$ cat src/verilog/cac_pkg.sv
// package: shared constants of the comparator control block
package cac_pkg;
  // counts and widths
  localparam int unsigned NUM_CMP = 2;
  localparam int unsigned ADDR_W = 8;
  localparam int unsigned POS_SRC = 10;
  localparam int unsigned NEG_SRC = 13;
  localparam int unsigned DIV_W = 4;
  // register offsets
  localparam logic [7:0] OFS_CMP0_CONTROL = 8'h00;
  localparam logic [7:0] OFS_CMP1_CONTROL = 8'h04;
  localparam logic [7:0] OFS_STATE0 = 8'h08;
  localparam logic [7:0] OFS_STATE1 = 8'h0C;
  localparam logic [7:0] OFS_CMP0_OUTPUT_ROUTING = 8'h10;
  localparam logic [7:0] OFS_CMP1_OUTPUT_ROUTING = 8'h14;
  localparam logic [7:0] OFS_PEND0 = 8'h18;
  localparam logic [7:0] OFS_PEND1 = 8'h1C;
  localparam logic [7:0] OFS_MASK0 = 8'h20;
  localparam logic [7:0] OFS_MASK1 = 8'h24;
  localparam logic [7:0] OFS_RAW0 = 8'h28;
  localparam logic [7:0] OFS_RAW1 = 8'h2C;
  localparam logic [7:0] OFS_ACK0 = 8'h30;
  localparam logic [7:0] OFS_ACK1 = 8'h34;
  localparam logic [7:0] OFS_SRST0 = 8'h38;
  localparam logic [7:0] OFS_SRST1 = 8'h3C;
  localparam logic [7:0] OFS_CLOCK = 8'h48;
  // control field positions
  localparam int unsigned B_EDGE = 31;
  localparam int unsigned B_POL = 30;
  localparam int unsigned B_FALL = 29;
  localparam int unsigned B_RISE = 28;
  localparam int unsigned B_IDLE = 27;
  localparam int unsigned B_MUX = 26;
  localparam int unsigned POS_LO = 22;
  localparam int unsigned NEG_LO = 18;
  localparam int unsigned LVL_LO = 12;
  localparam int unsigned B_ON = 0;
  // source codes
  localparam logic [3:0] SEL_LAST_POS = 4'h9;
  localparam logic [3:0] SEL_SCALED = 4'hC;
  // flag, status, clock bit positions
  localparam int unsigned F_OUT = 0;
  localparam int unsigned F_PULSE = 1;
  localparam int unsigned S_ACTIVE = 1;
  localparam int unsigned B_DIV_RST = 4;
  // reset values
  localparam logic [31:0] CTRL_RST = 32'h4000_0000;
  localparam logic [1:0] MASK_RST = 2'h3;
endpackage : cac_pkg

$ cat src/verilog/cac_chan_if.sv
// interface: link between register bank and one comparator channel
`timescale 1ns/1ps
`default_nettype none
interface cac_chan_if;
  logic [31:0] ctrl;
  logic soft_rst;
  logic [1:0] ack;
  logic sample_en;
  logic cmp_raw;
  logic cmp_out;
  logic edge_pulse;
  logic [1:0] raw_flags;
  modport bank (output ctrl, soft_rst, ack, sample_en, cmp_raw,
    input cmp_out, edge_pulse, raw_flags);
  modport chan (input ctrl, soft_rst, ack, sample_en, cmp_raw,
    output cmp_out, edge_pulse, raw_flags);
endinterface : cac_chan_if
`default_nettype wire

$ cat src/verilog/cac_div.sv
// module: sample rate divider giving a one-cycle enable pulse
`timescale 1ns/1ps
`default_nettype none
module cac_div #(
  parameter int unsigned W = cac_pkg::DIV_W
) (
  // clock and reset
  input wire logic sys_clk_i,
  input wire logic nrst_i,
  // control
  input wire logic clear_i,
  input wire logic [W-1:0] div_i,
  // enable pulse
  output logic tick_o
);
  typedef struct packed {
    logic [W-1:0] cnt;
    logic tick;
  } cac_div_t;
  cac_div_t s;
  cac_div_t next_s;
  // count up to the divide value, then pulse
  always_comb begin
    next_s = s;
    next_s.tick = 1'b0;
    if (clear_i) begin
      next_s.cnt = '0;
    end else if (s.cnt >= div_i) begin
      next_s.cnt = '0;
      next_s.tick = 1'b1;
    end else begin
      next_s.cnt = s.cnt + W'(1);
    end
  end
  always_ff @(posedge sys_clk_i or negedge nrst_i) begin
    if (!nrst_i) begin
      s <= '0;
    end else begin
      s <= next_s;
    end
  end
  assign tick_o = s.tick;
endmodule : cac_div
`default_nettype wire

$ cat src/verilog/cac_chan.sv
// module: one comparator channel, output hold, edges and raw flags
`timescale 1ns/1ps
`default_nettype none
module cac_chan (
  // clock and reset
  input wire logic sys_clk_i,
  input wire logic nrst_i,
  // link to register bank
  cac_chan_if.chan ch
);
  typedef struct packed {
    logic out;
    logic pulse;
    logic [1:0] flags;
  } cac_chan_t;
  cac_chan_t s;
  cac_chan_t next_s;
  logic active;
  logic rise;
  logic fall;
  logic irq_evt;
  logic pulse_evt;
  // output value, edge detection and sticky flags
  always_comb begin
    next_s = s;
    active = ch.ctrl[cac_pkg::B_ON];
    if (!active) begin
      next_s.out = ch.ctrl[cac_pkg::B_IDLE];
    end else if (ch.sample_en) begin
      next_s.out = ch.cmp_raw;
    end
    rise = active && next_s.out && !s.out;
    fall = active && !next_s.out && s.out;
    pulse_evt = (rise && ch.ctrl[cac_pkg::B_RISE])
      || (fall && ch.ctrl[cac_pkg::B_FALL]);
    if (ch.ctrl[cac_pkg::B_EDGE]) begin
      irq_evt = ch.ctrl[cac_pkg::B_POL] ? rise : fall;
    end else begin
      irq_evt = active && (next_s.out == ch.ctrl[cac_pkg::B_POL]);
    end
    next_s.pulse = pulse_evt;
    // set wins over a clear in the same cycle
    next_s.flags = (s.flags & ~ch.ack) | {pulse_evt, irq_evt};
    if (ch.soft_rst) begin
      next_s = '0;
      next_s.out = ch.ctrl[cac_pkg::B_IDLE];
    end
  end
  always_ff @(posedge sys_clk_i or negedge nrst_i) begin
    if (!nrst_i) begin
      s <= '0;
    end else begin
      s <= next_s;
    end
  end
  assign ch.cmp_out = s.out;
  assign ch.edge_pulse = s.pulse;
  assign ch.raw_flags = s.flags;
endmodule : cac_chan
`default_nettype wire

$ cat src/verilog/cac_top.sv
// module: register bank and source decode of the comparator pair
//
// Overview of operation
// - control bit 31 picks level (0) or edge (1) interrupt, reset 0
// - control bit 30 picks low/falling (0) or high/rising (1), reset 1
// - bit 29 enables an edge pulse on each falling output edge
// - bit 28 enables an edge pulse on each rising output edge
// - an inactive comparator outputs the constant in bit 27
// - positive select 25:22: 0-7 pins, 8 and 9 converter outputs
// - per-comparator registers interleaved 0x00-0x3C, clock at 0x48
// - masks reset to 0x3; status, raw, clear, route, reset to zero
// - negative select 21:18 adds reference, ground, scaled supply
// - second control register has the same field layout
`timescale 1ns/1ps
`default_nettype none
module cac_top #(
  parameter int unsigned DIV_W = cac_pkg::DIV_W
) (
  // clock and reset
  input wire logic sys_clk_i,
  input wire logic nrst_i,
  // register port
  input wire logic [cac_pkg::ADDR_W-1:0] reg_addr_i,
  input wire logic [31:0] reg_wdata_i,
  input wire logic reg_we_i,
  input wire logic reg_re_i,
  output logic [31:0] reg_rdata_o,
  // analog comparator results
  input wire logic [1:0] cmp_raw_i,
  // analog front end control
  output logic [1:0] cmp_on_o,
  output logic [1:0] mux_on_o,
  output logic [1:0][cac_pkg::POS_SRC-1:0] pos_pick_o,
  output logic [1:0][cac_pkg::NEG_SRC-1:0] neg_pick_o,
  output logic [1:0][5:0] level_sel_o,
  // digital results
  output logic [1:0] cmp_out_o,
  output logic [1:0] route_on_o,
  output logic [1:0] edge_pulse_o,
  output logic [1:0] irq_o
);

  // register state
  typedef struct packed {
    logic [1:0][31:0] ctrl;
    logic [1:0] route;
    logic [1:0][1:0] mask;
    logic [1:0] srst;
    logic [4:0] clk_cfg;
    logic [31:0] rdata;
  } cac_regs_t;

  cac_regs_t s;
  cac_regs_t next_s;

  // channel links
  cac_chan_if ch_if[cac_pkg::NUM_CMP]();

  // channel outputs gathered
  logic [1:0] ch_out;
  logic [1:0] ch_pulse;
  logic [1:0][1:0] ch_flags;
  logic [1:0][1:0] pending;
  logic [1:0][1:0] ack;
  logic tick;
  logic [31:0] rd_mux;

  // positive source decode, nothing picked while mux is off
  function automatic logic [cac_pkg::POS_SRC-1:0] pick_pos(
    input logic [3:0] code,
    input logic en
  );
    logic [cac_pkg::POS_SRC-1:0] r;
    r = '0;
    if (en && code <= cac_pkg::SEL_LAST_POS) begin
      r[code] = 1'b1;
    end
    return r;
  endfunction : pick_pos

  // negative source decode, codes from 0xC share the scaled supply
  function automatic logic [cac_pkg::NEG_SRC-1:0] pick_neg(
    input logic [3:0] code,
    input logic en
  );
    logic [cac_pkg::NEG_SRC-1:0] r;
    r = '0;
    if (!en) begin
      r = '0;
    end else if (code >= cac_pkg::SEL_SCALED) begin
      r[cac_pkg::NEG_SRC-1] = 1'b1;
    end else begin
      r[code] = 1'b1;
    end
    return r;
  endfunction : pick_neg

  // shared sample rate divider
  cac_div #(
    .W(DIV_W)
  ) u_div (
    .sys_clk_i(sys_clk_i),
    .nrst_i(nrst_i),
    .clear_i(s.clk_cfg[cac_pkg::B_DIV_RST]),
    .div_i(s.clk_cfg[DIV_W-1:0]),
    .tick_o(tick)
  );

  // one channel per comparator
  for (genvar g = 0; g < cac_pkg::NUM_CMP; g++) begin : g_chan
    assign ch_if[g].ctrl = s.ctrl[g];
    assign ch_if[g].soft_rst = s.srst[g];
    assign ch_if[g].ack = ack[g];
    assign ch_if[g].sample_en = tick;
    assign ch_if[g].cmp_raw = cmp_raw_i[g];
    assign ch_out[g] = ch_if[g].cmp_out;
    assign ch_pulse[g] = ch_if[g].edge_pulse;
    assign ch_flags[g] = ch_if[g].raw_flags;

    cac_chan u_chan (
      .sys_clk_i(sys_clk_i),
      .nrst_i(nrst_i),
      .ch(ch_if[g])
    );

    // pending view and interrupt line
    assign pending[g] = ch_flags[g] & ~s.mask[g];
    assign irq_o[g] = |pending[g];

    // analog front end drive
    assign cmp_on_o[g] = s.ctrl[g][cac_pkg::B_ON];
    assign mux_on_o[g] = s.ctrl[g][cac_pkg::B_MUX];
    assign pos_pick_o[g] = pick_pos(
      s.ctrl[g][cac_pkg::POS_LO +: 4],
      s.ctrl[g][cac_pkg::B_MUX]);
    assign neg_pick_o[g] = pick_neg(
      s.ctrl[g][cac_pkg::NEG_LO +: 4],
      s.ctrl[g][cac_pkg::B_MUX]);
    assign level_sel_o[g] = s.ctrl[g][cac_pkg::LVL_LO +: 6];
  end : g_chan

  // clear pulses from writes to the acknowledge registers
  always_comb begin
    ack = '0;
    if (reg_we_i && reg_addr_i == cac_pkg::OFS_ACK0) begin
      ack[0] = reg_wdata_i[1:0];
    end
    if (reg_we_i && reg_addr_i == cac_pkg::OFS_ACK1) begin
      ack[1] = reg_wdata_i[1:0];
    end
  end

  // read data select, unmapped reads give zero
  always_comb begin
    rd_mux = 32'h0000_0000;
    case (reg_addr_i)
      cac_pkg::OFS_CMP0_CONTROL: begin
        rd_mux = s.ctrl[0];
      end
      cac_pkg::OFS_CMP1_CONTROL: begin
        rd_mux = s.ctrl[1];
      end
      cac_pkg::OFS_STATE0: begin
        rd_mux[cac_pkg::F_OUT] = ch_out[0];
        rd_mux[cac_pkg::S_ACTIVE] = s.ctrl[0][cac_pkg::B_ON];
      end
      cac_pkg::OFS_STATE1: begin
        rd_mux[cac_pkg::F_OUT] = ch_out[1];
        rd_mux[cac_pkg::S_ACTIVE] = s.ctrl[1][cac_pkg::B_ON];
      end
      cac_pkg::OFS_CMP0_OUTPUT_ROUTING: begin
        rd_mux[0] = s.route[0];
      end
      cac_pkg::OFS_CMP1_OUTPUT_ROUTING: begin
        rd_mux[0] = s.route[1];
      end
      cac_pkg::OFS_PEND0: begin
        rd_mux[1:0] = pending[0];
      end
      cac_pkg::OFS_PEND1: begin
        rd_mux[1:0] = pending[1];
      end
      cac_pkg::OFS_MASK0: begin
        rd_mux[1:0] = s.mask[0];
      end
      cac_pkg::OFS_MASK1: begin
        rd_mux[1:0] = s.mask[1];
      end
      cac_pkg::OFS_RAW0: begin
        rd_mux[1:0] = ch_flags[0];
      end
      cac_pkg::OFS_RAW1: begin
        rd_mux[1:0] = ch_flags[1];
      end
      cac_pkg::OFS_SRST0: begin
        rd_mux[0] = s.srst[0];
      end
      cac_pkg::OFS_SRST1: begin
        rd_mux[0] = s.srst[1];
      end
      cac_pkg::OFS_CLOCK: begin
        rd_mux[4:0] = s.clk_cfg;
      end
      default: begin
        rd_mux = 32'h0000_0000;
      end
    endcase
  end

  // register writes and read data capture
  always_comb begin
    next_s = s;
    next_s.rdata = reg_re_i ? rd_mux : 32'h0000_0000;
    if (reg_we_i) begin
      case (reg_addr_i)
        cac_pkg::OFS_CMP0_CONTROL: begin
          next_s.ctrl[0] = reg_wdata_i;
        end
        cac_pkg::OFS_CMP1_CONTROL: begin
          next_s.ctrl[1] = reg_wdata_i;
        end
        cac_pkg::OFS_CMP0_OUTPUT_ROUTING: begin
          next_s.route[0] = reg_wdata_i[0];
        end
        cac_pkg::OFS_CMP1_OUTPUT_ROUTING: begin
          next_s.route[1] = reg_wdata_i[0];
        end
        cac_pkg::OFS_MASK0: begin
          next_s.mask[0] = reg_wdata_i[1:0];
        end
        cac_pkg::OFS_MASK1: begin
          next_s.mask[1] = reg_wdata_i[1:0];
        end
        cac_pkg::OFS_SRST0: begin
          next_s.srst[0] = reg_wdata_i[0];
        end
        cac_pkg::OFS_SRST1: begin
          next_s.srst[1] = reg_wdata_i[0];
        end
        cac_pkg::OFS_CLOCK: begin
          next_s.clk_cfg = reg_wdata_i[4:0];
        end
        default: begin
          next_s.clk_cfg = s.clk_cfg;
        end
      endcase
    end
  end

  // state register with documented reset values
  always_ff @(posedge sys_clk_i or negedge nrst_i) begin
    if (!nrst_i) begin
      s <= '0;
      s.ctrl[0] <= cac_pkg::CTRL_RST;
      s.ctrl[1] <= cac_pkg::CTRL_RST;
      s.mask[0] <= cac_pkg::MASK_RST;
      s.mask[1] <= cac_pkg::MASK_RST;
    end else begin
      s <= next_s;
    end
  end

  // outputs
  assign reg_rdata_o = s.rdata;
  assign cmp_out_o = ch_out;
  assign route_on_o = s.route;
  assign edge_pulse_o = ch_pulse;

endmodule : cac_top
`default_nettype wire

$ cat config.mk
export PLATFORM = sky130hd
export DESIGN_NAME = cac_top
export DESIGN_NICKNAME = d
export VERILOG_FILES = /design/src/verilog/cac_pkg.sv /design/src/verilog/cac_chan_if.sv /design/src/verilog/cac_div.sv /design/src/verilog/cac_chan.sv /design/src/verilog/cac_top.sv
export SDC_FILE = /design/constraint.sdc
export NUM_CORES = 1
export LEC_CHECK = 0
export BUFFER_PORTS_ARGS = -buffer_cell sky130_fd_sc_hd__buf_2
export CORE_ASPECT_RATIO = 0.8
export CORE_MARGIN = 2
export CORE_UTILIZATION = 31
export DETAILED_ROUTE_END_ITERATION = 10
export GPL_TIMING_DRIVEN = 0
export PLACE_DENSITY = 0.61
export SYNTH_ARGS = -nofsm -noshare
export SYNTH_HDL_FRONTEND = slang
export SYNTH_SLANG_ARGS = --single-unit
$ cat constraint.sdc
create_clock -name sys_clk_i -period 4 [get_ports sys_clk_i]
set_input_delay 1 -clock sys_clk_i [delete_from_list [all_inputs] [get_ports sys_clk_i]]
set_output_delay 1 -clock sys_clk_i [all_outputs]
set_load 0.03 [all_outputs]
==> PnR_summary.wiki <==
{| class="wikitable"
! Metric !! Value
|-
| Latest clock arrival within the worst-skew pair || 410 ps
|-
| Cells after Synth || 544
|-
| Antenna violations before repair || 1
|-
| Net count reported at finish || 759
|-
| Final clock skew || between 8 and 9 ps
|-
| Data required time at the worst endpoint || about 3000 ps
|-
| Endpoint class of the critical path || output port
|-
| Worst Setup Path Type || reg2out
|-
| Final count of negative-setup-slack endpoints || 0
|-
| Die extent in y || 133 µm
|-
| Total die area || 21900 µm²
|-
| Cell with the most instances after synthesis || sky130_fd_sc_hd__dfrtp_1
|-
| DRC || 0
|-
| Synth Cell Area || 6410 µm²
|-
| Headroom to the max-slew limit || 0.656
|-
| Area leader, netlist || sky130_fd_sc_hd__dfrtp_1
|-
| Max Fclk || 335 MHz
|-
| Setup repair after global routing missed its margin || no
|-
| Critical Path Slowest Stage Cell || sky130_fd_sc_hd__or3b_2
|-
| Routability-driven placement congestion ratio || 0.871
|-
| Number of max-slew violations in the final report || 0
|-
| I/O Pins || about 150
|-
| Average instance area after synthesis || 11.8 µm²
|-
| Worst setup SP type || register
|-
| Power per Cell Area || 386 nW/µm²
|-
| Starting density of the core || 0.313
|-
| Number of enable flip-flop cells after synthesis || 0
|-
| Cell types with the highest counts after synthesis || sky130_fd_sc_hd__dfrtp_1 (116), sky130_fd_sc_hd__mux2_4 (60), sky130_fd_sc_hd__buf_4 (56)
|-
| Minimum clock period after layout || around 3000 ps
|-
| Leakage power summed over all cells || between 4 and 5 nW
|-
| Number of nets in the synthesized netlist || between 500 and 600
|-
| Max incr delay on CP || 530 ps
|-
| CTS tree || built
|-
| H-tree depth || 4
|-
| Area of the multi-input gates || 2730 µm²
|-
| Most instantiated flip-flop cell in the synthesis netlist || sky130_fd_sc_hd__dfrtp_1
|-
| Wire length after detailed routing || roughly 16 mm
|-
| Largest driver fanout on the critical path || 9
|-
| Total number of placement rows || 47
|-
| Run status || finished clean
|-
| Synth Warn # || 0
|-
| Signal arrival time at the worst endpoint || 1980 ps
|-
| Root Buffer Master || sky130_fd_sc_hd__clkbuf_16
|-
| 1st-iter DRT viols || between 200 and 250
|-
| Largest net degree at the start of global routing || 96
|-
| Post-DR vias/cell || 4.61
|-
| FF+latch count, synth || 122
|-
| Transition time at the pin with the least slew margin || 517 ps
|-
| Combined flip-flop and latch cell area || between 3000 and 4000 µm²
|-
| Clk sink count || 122
|-
| Unique cell type count in the Yosys netlist || 53
|-
| Maximum count of clock buffers along a single path || 2
|-
| Die outline width || roughly 160 µm
|-
| Global Route Usage Sum || 0.148
|-
| IR Drop Worst-Case VDD || about 0.22 mV
|-
| First-pass GRT wire length || approximately 25 mm
|-
| Fin crit share || 0.746
|-
| Clock slew at the register clock pins of the worst setup and hold paths || 60 ps
|-
| Proportion of layout cells with a drive suffix above 1 || 0.442
|-
| Placed wire-length estimate after detailed placement || around 11 mm
|-
| Global route total overflow || 0
|-
| Number of buffers created by CTS || 17
|-
| Count of max-cap constraint violations || 0
|-
| Count of hold buffers inserted by post-cts repair || 0
|-
| Placeable Area || ~20000 µm²
|-
| Number of buffers added on ports || 144
|-
| Area share of the largest cell type after synthesis || 0.453
|-
| Post-CTS resize count || 0
|-
| Synth-to-layout area growth || 25.6%
|-
| Top cells by area, synth || sky130_fd_sc_hd__dfrtp_1 (45%), sky130_fd_sc_hd__mux2_4 (14%), sky130_fd_sc_hd__buf_4 (6.6%)
|-
| Proportion of register bits with asynchronous set or reset after synthesis || 1.00
|-
| Via count || 4573
|-
| Critical Path, Cell by Cell || clkbuf_1 -> or3b_2 -> nor3_1 -> buf_2
|-
| Setup tns final || 0 ps
|-
| Final core utilization || 0.394
|-
| Number of fill cells in the layout || 2021
|-
| Average wire length per cell after detail routing || approximately 16 µm
|-
| Pre-antenna DRT Iters || 4
|-
| Count of buffer and inverter cells on the critical path || 2
|-
| Portion of the post-synthesis area used by sequential elements || 0.477
|-
| Remaining antenna violation count || 0
|-
| Number of global-route vias before repair || 4591
|-
| Largest delay contributor family on the critical path || simple AND/OR/NAND/NOR gates
|-
| Hold/Removal Path Class || reg2reg
|-
| Buffer count from post-CTS setup fixing || 0
|-
| Fin. Hold Viols || 0
|}
[state kept, by name (all words and copies together) (netlist names)]
| name | count |
|---|---|
| reg_rdata_o | 32 |
| ch_if.ctrl | 64 |
| u_div.s | 4 |
| g_chan.u_chan.ch.cmp_out | 2 |
| g_chan.u_chan.ch.raw_flags | 4 |
| u_div.tick_o | 1 |
| s | 9 |
| ch_if.soft_rst | 2 |
| route_on_o | 2 |
| g_chan.u_chan.ch.edge_pulse | 2 |
[through the flow]
step	std cells	total power [mW]	setup slack, ps	hold WS (ps)	area [µm²]
after floorplan	544	1.56	1290	422	6410
after global routing	990	3.24	885	463	8060
final	991	3.11	1020	450	8060
after CTS	990	3.15	984	447	8060
after detailed placement	958	1.70	1060	436	7510
after global placement	957	1.69	206	436	7470
[worst paths after layout]
kind	from	endpoint	cells after the start	slack (ps)
min	ch_if[1].soft_rst	g_chan[1].u_chan.ch.raw_flags[0]	1	450
min in group asynchronous	nrst_i	reg_rdata_o[2]	1	470
min reg2reg	ch_if[1].soft_rst	g_chan[1].u_chan.ch.raw_flags[0]	1	450
max reg2reg	u_div.s[1]	u_div.s[2]	7	2210
max	ch_if[1].ctrl[26]	pos_pick_o[10]	4	1020
max in group asynchronous	nrst_i	ch_if[1].ctrl[30]	2	2760
[cells by family (layout without fill, tap and decap cells)]
| logic type | after synthesis | after routing | synth area share |
|---|---|---|---|
| buf+inv | 97 | 274 | 0.0979 |
| mux | 84 | 84 | 0.184 |
| compound gates | 65 | 65 | 0.0743 |
| xor+xnor | 6 | 6 | 0.00819 |
| flops | 122 | 122 | 0.477 |
| fa+ha+maj | 5 | 5 | 0.00975 |
| simple gates | 165 | 165 | 0.149 |
| other cells | 0 | 1 | 0 |
[area by class of cell]
| type | instances | share of cell area |
|---|---|---|
| clock buffer | 24 | 0.0598 |
| clock inverter | 8 | 0.00869 |
| sequential | 122 | 0.380 |
| tap | 269 | 0.0418 |
| timing repair buffer | 145 | 0.0936 |
| buffer | 88 | 0.0737 |
| inverter | 9 | 0.00419 |
| multi-input combinational | 325 | 0.338 |
| antenna | 1 | 0.000310 |
[cell usage in the layout (no fill, tap or decap), drive strengths merged, types with 2 or more instances in the layout]
master	Yosys	layout
clkinvlp	0	2
nand4	5	5
and2	4	4
mux2i	4	4
nor4	7	7
clkbuf	18	42
buf	70	215
nor2b	34	34
clkinv	0	5
nor4b	4	4
and3	5	5
a22oi	28	28
xor2	3	3
nor2	32	32
a31o	2	2
nor3b	5	5
ha	5	5
mux2	79	79
inv	9	9
a32oi	3	3
nand3b	8	8
a222oi	3	3
a21oi	6	6
nand3	8	8
a211oi	3	3
nand2	22	22
dfstp	6	6
a21o	4	4
nand2b	10	10
a31oi	5	5
nor3	14	14
xnor2	3	3
and4	2	2
o21ai	5	5
or3b	3	3
dfrtp	116	116
[layer usage]
layer | GRT usage | up-vias | wire [µm]
met5 | 0 | - | 0
met4 | 0.0488 | 0 | 127
met3 | 0.0423 | 11 | 919
met2 | 0.232 | 132 | 7260
met1 | 0.196 | 2230 | 7370
li1 | - | 2200 | -
[where the power goes]
part	leakage (nW)	internal, mW	switching, mW
Combinational	2.26	0.147	0.183
Clock	0.270	0.898	0.537
Sequential	1.66	1.29	0.0558
Power figures use the tool's default switching activity.
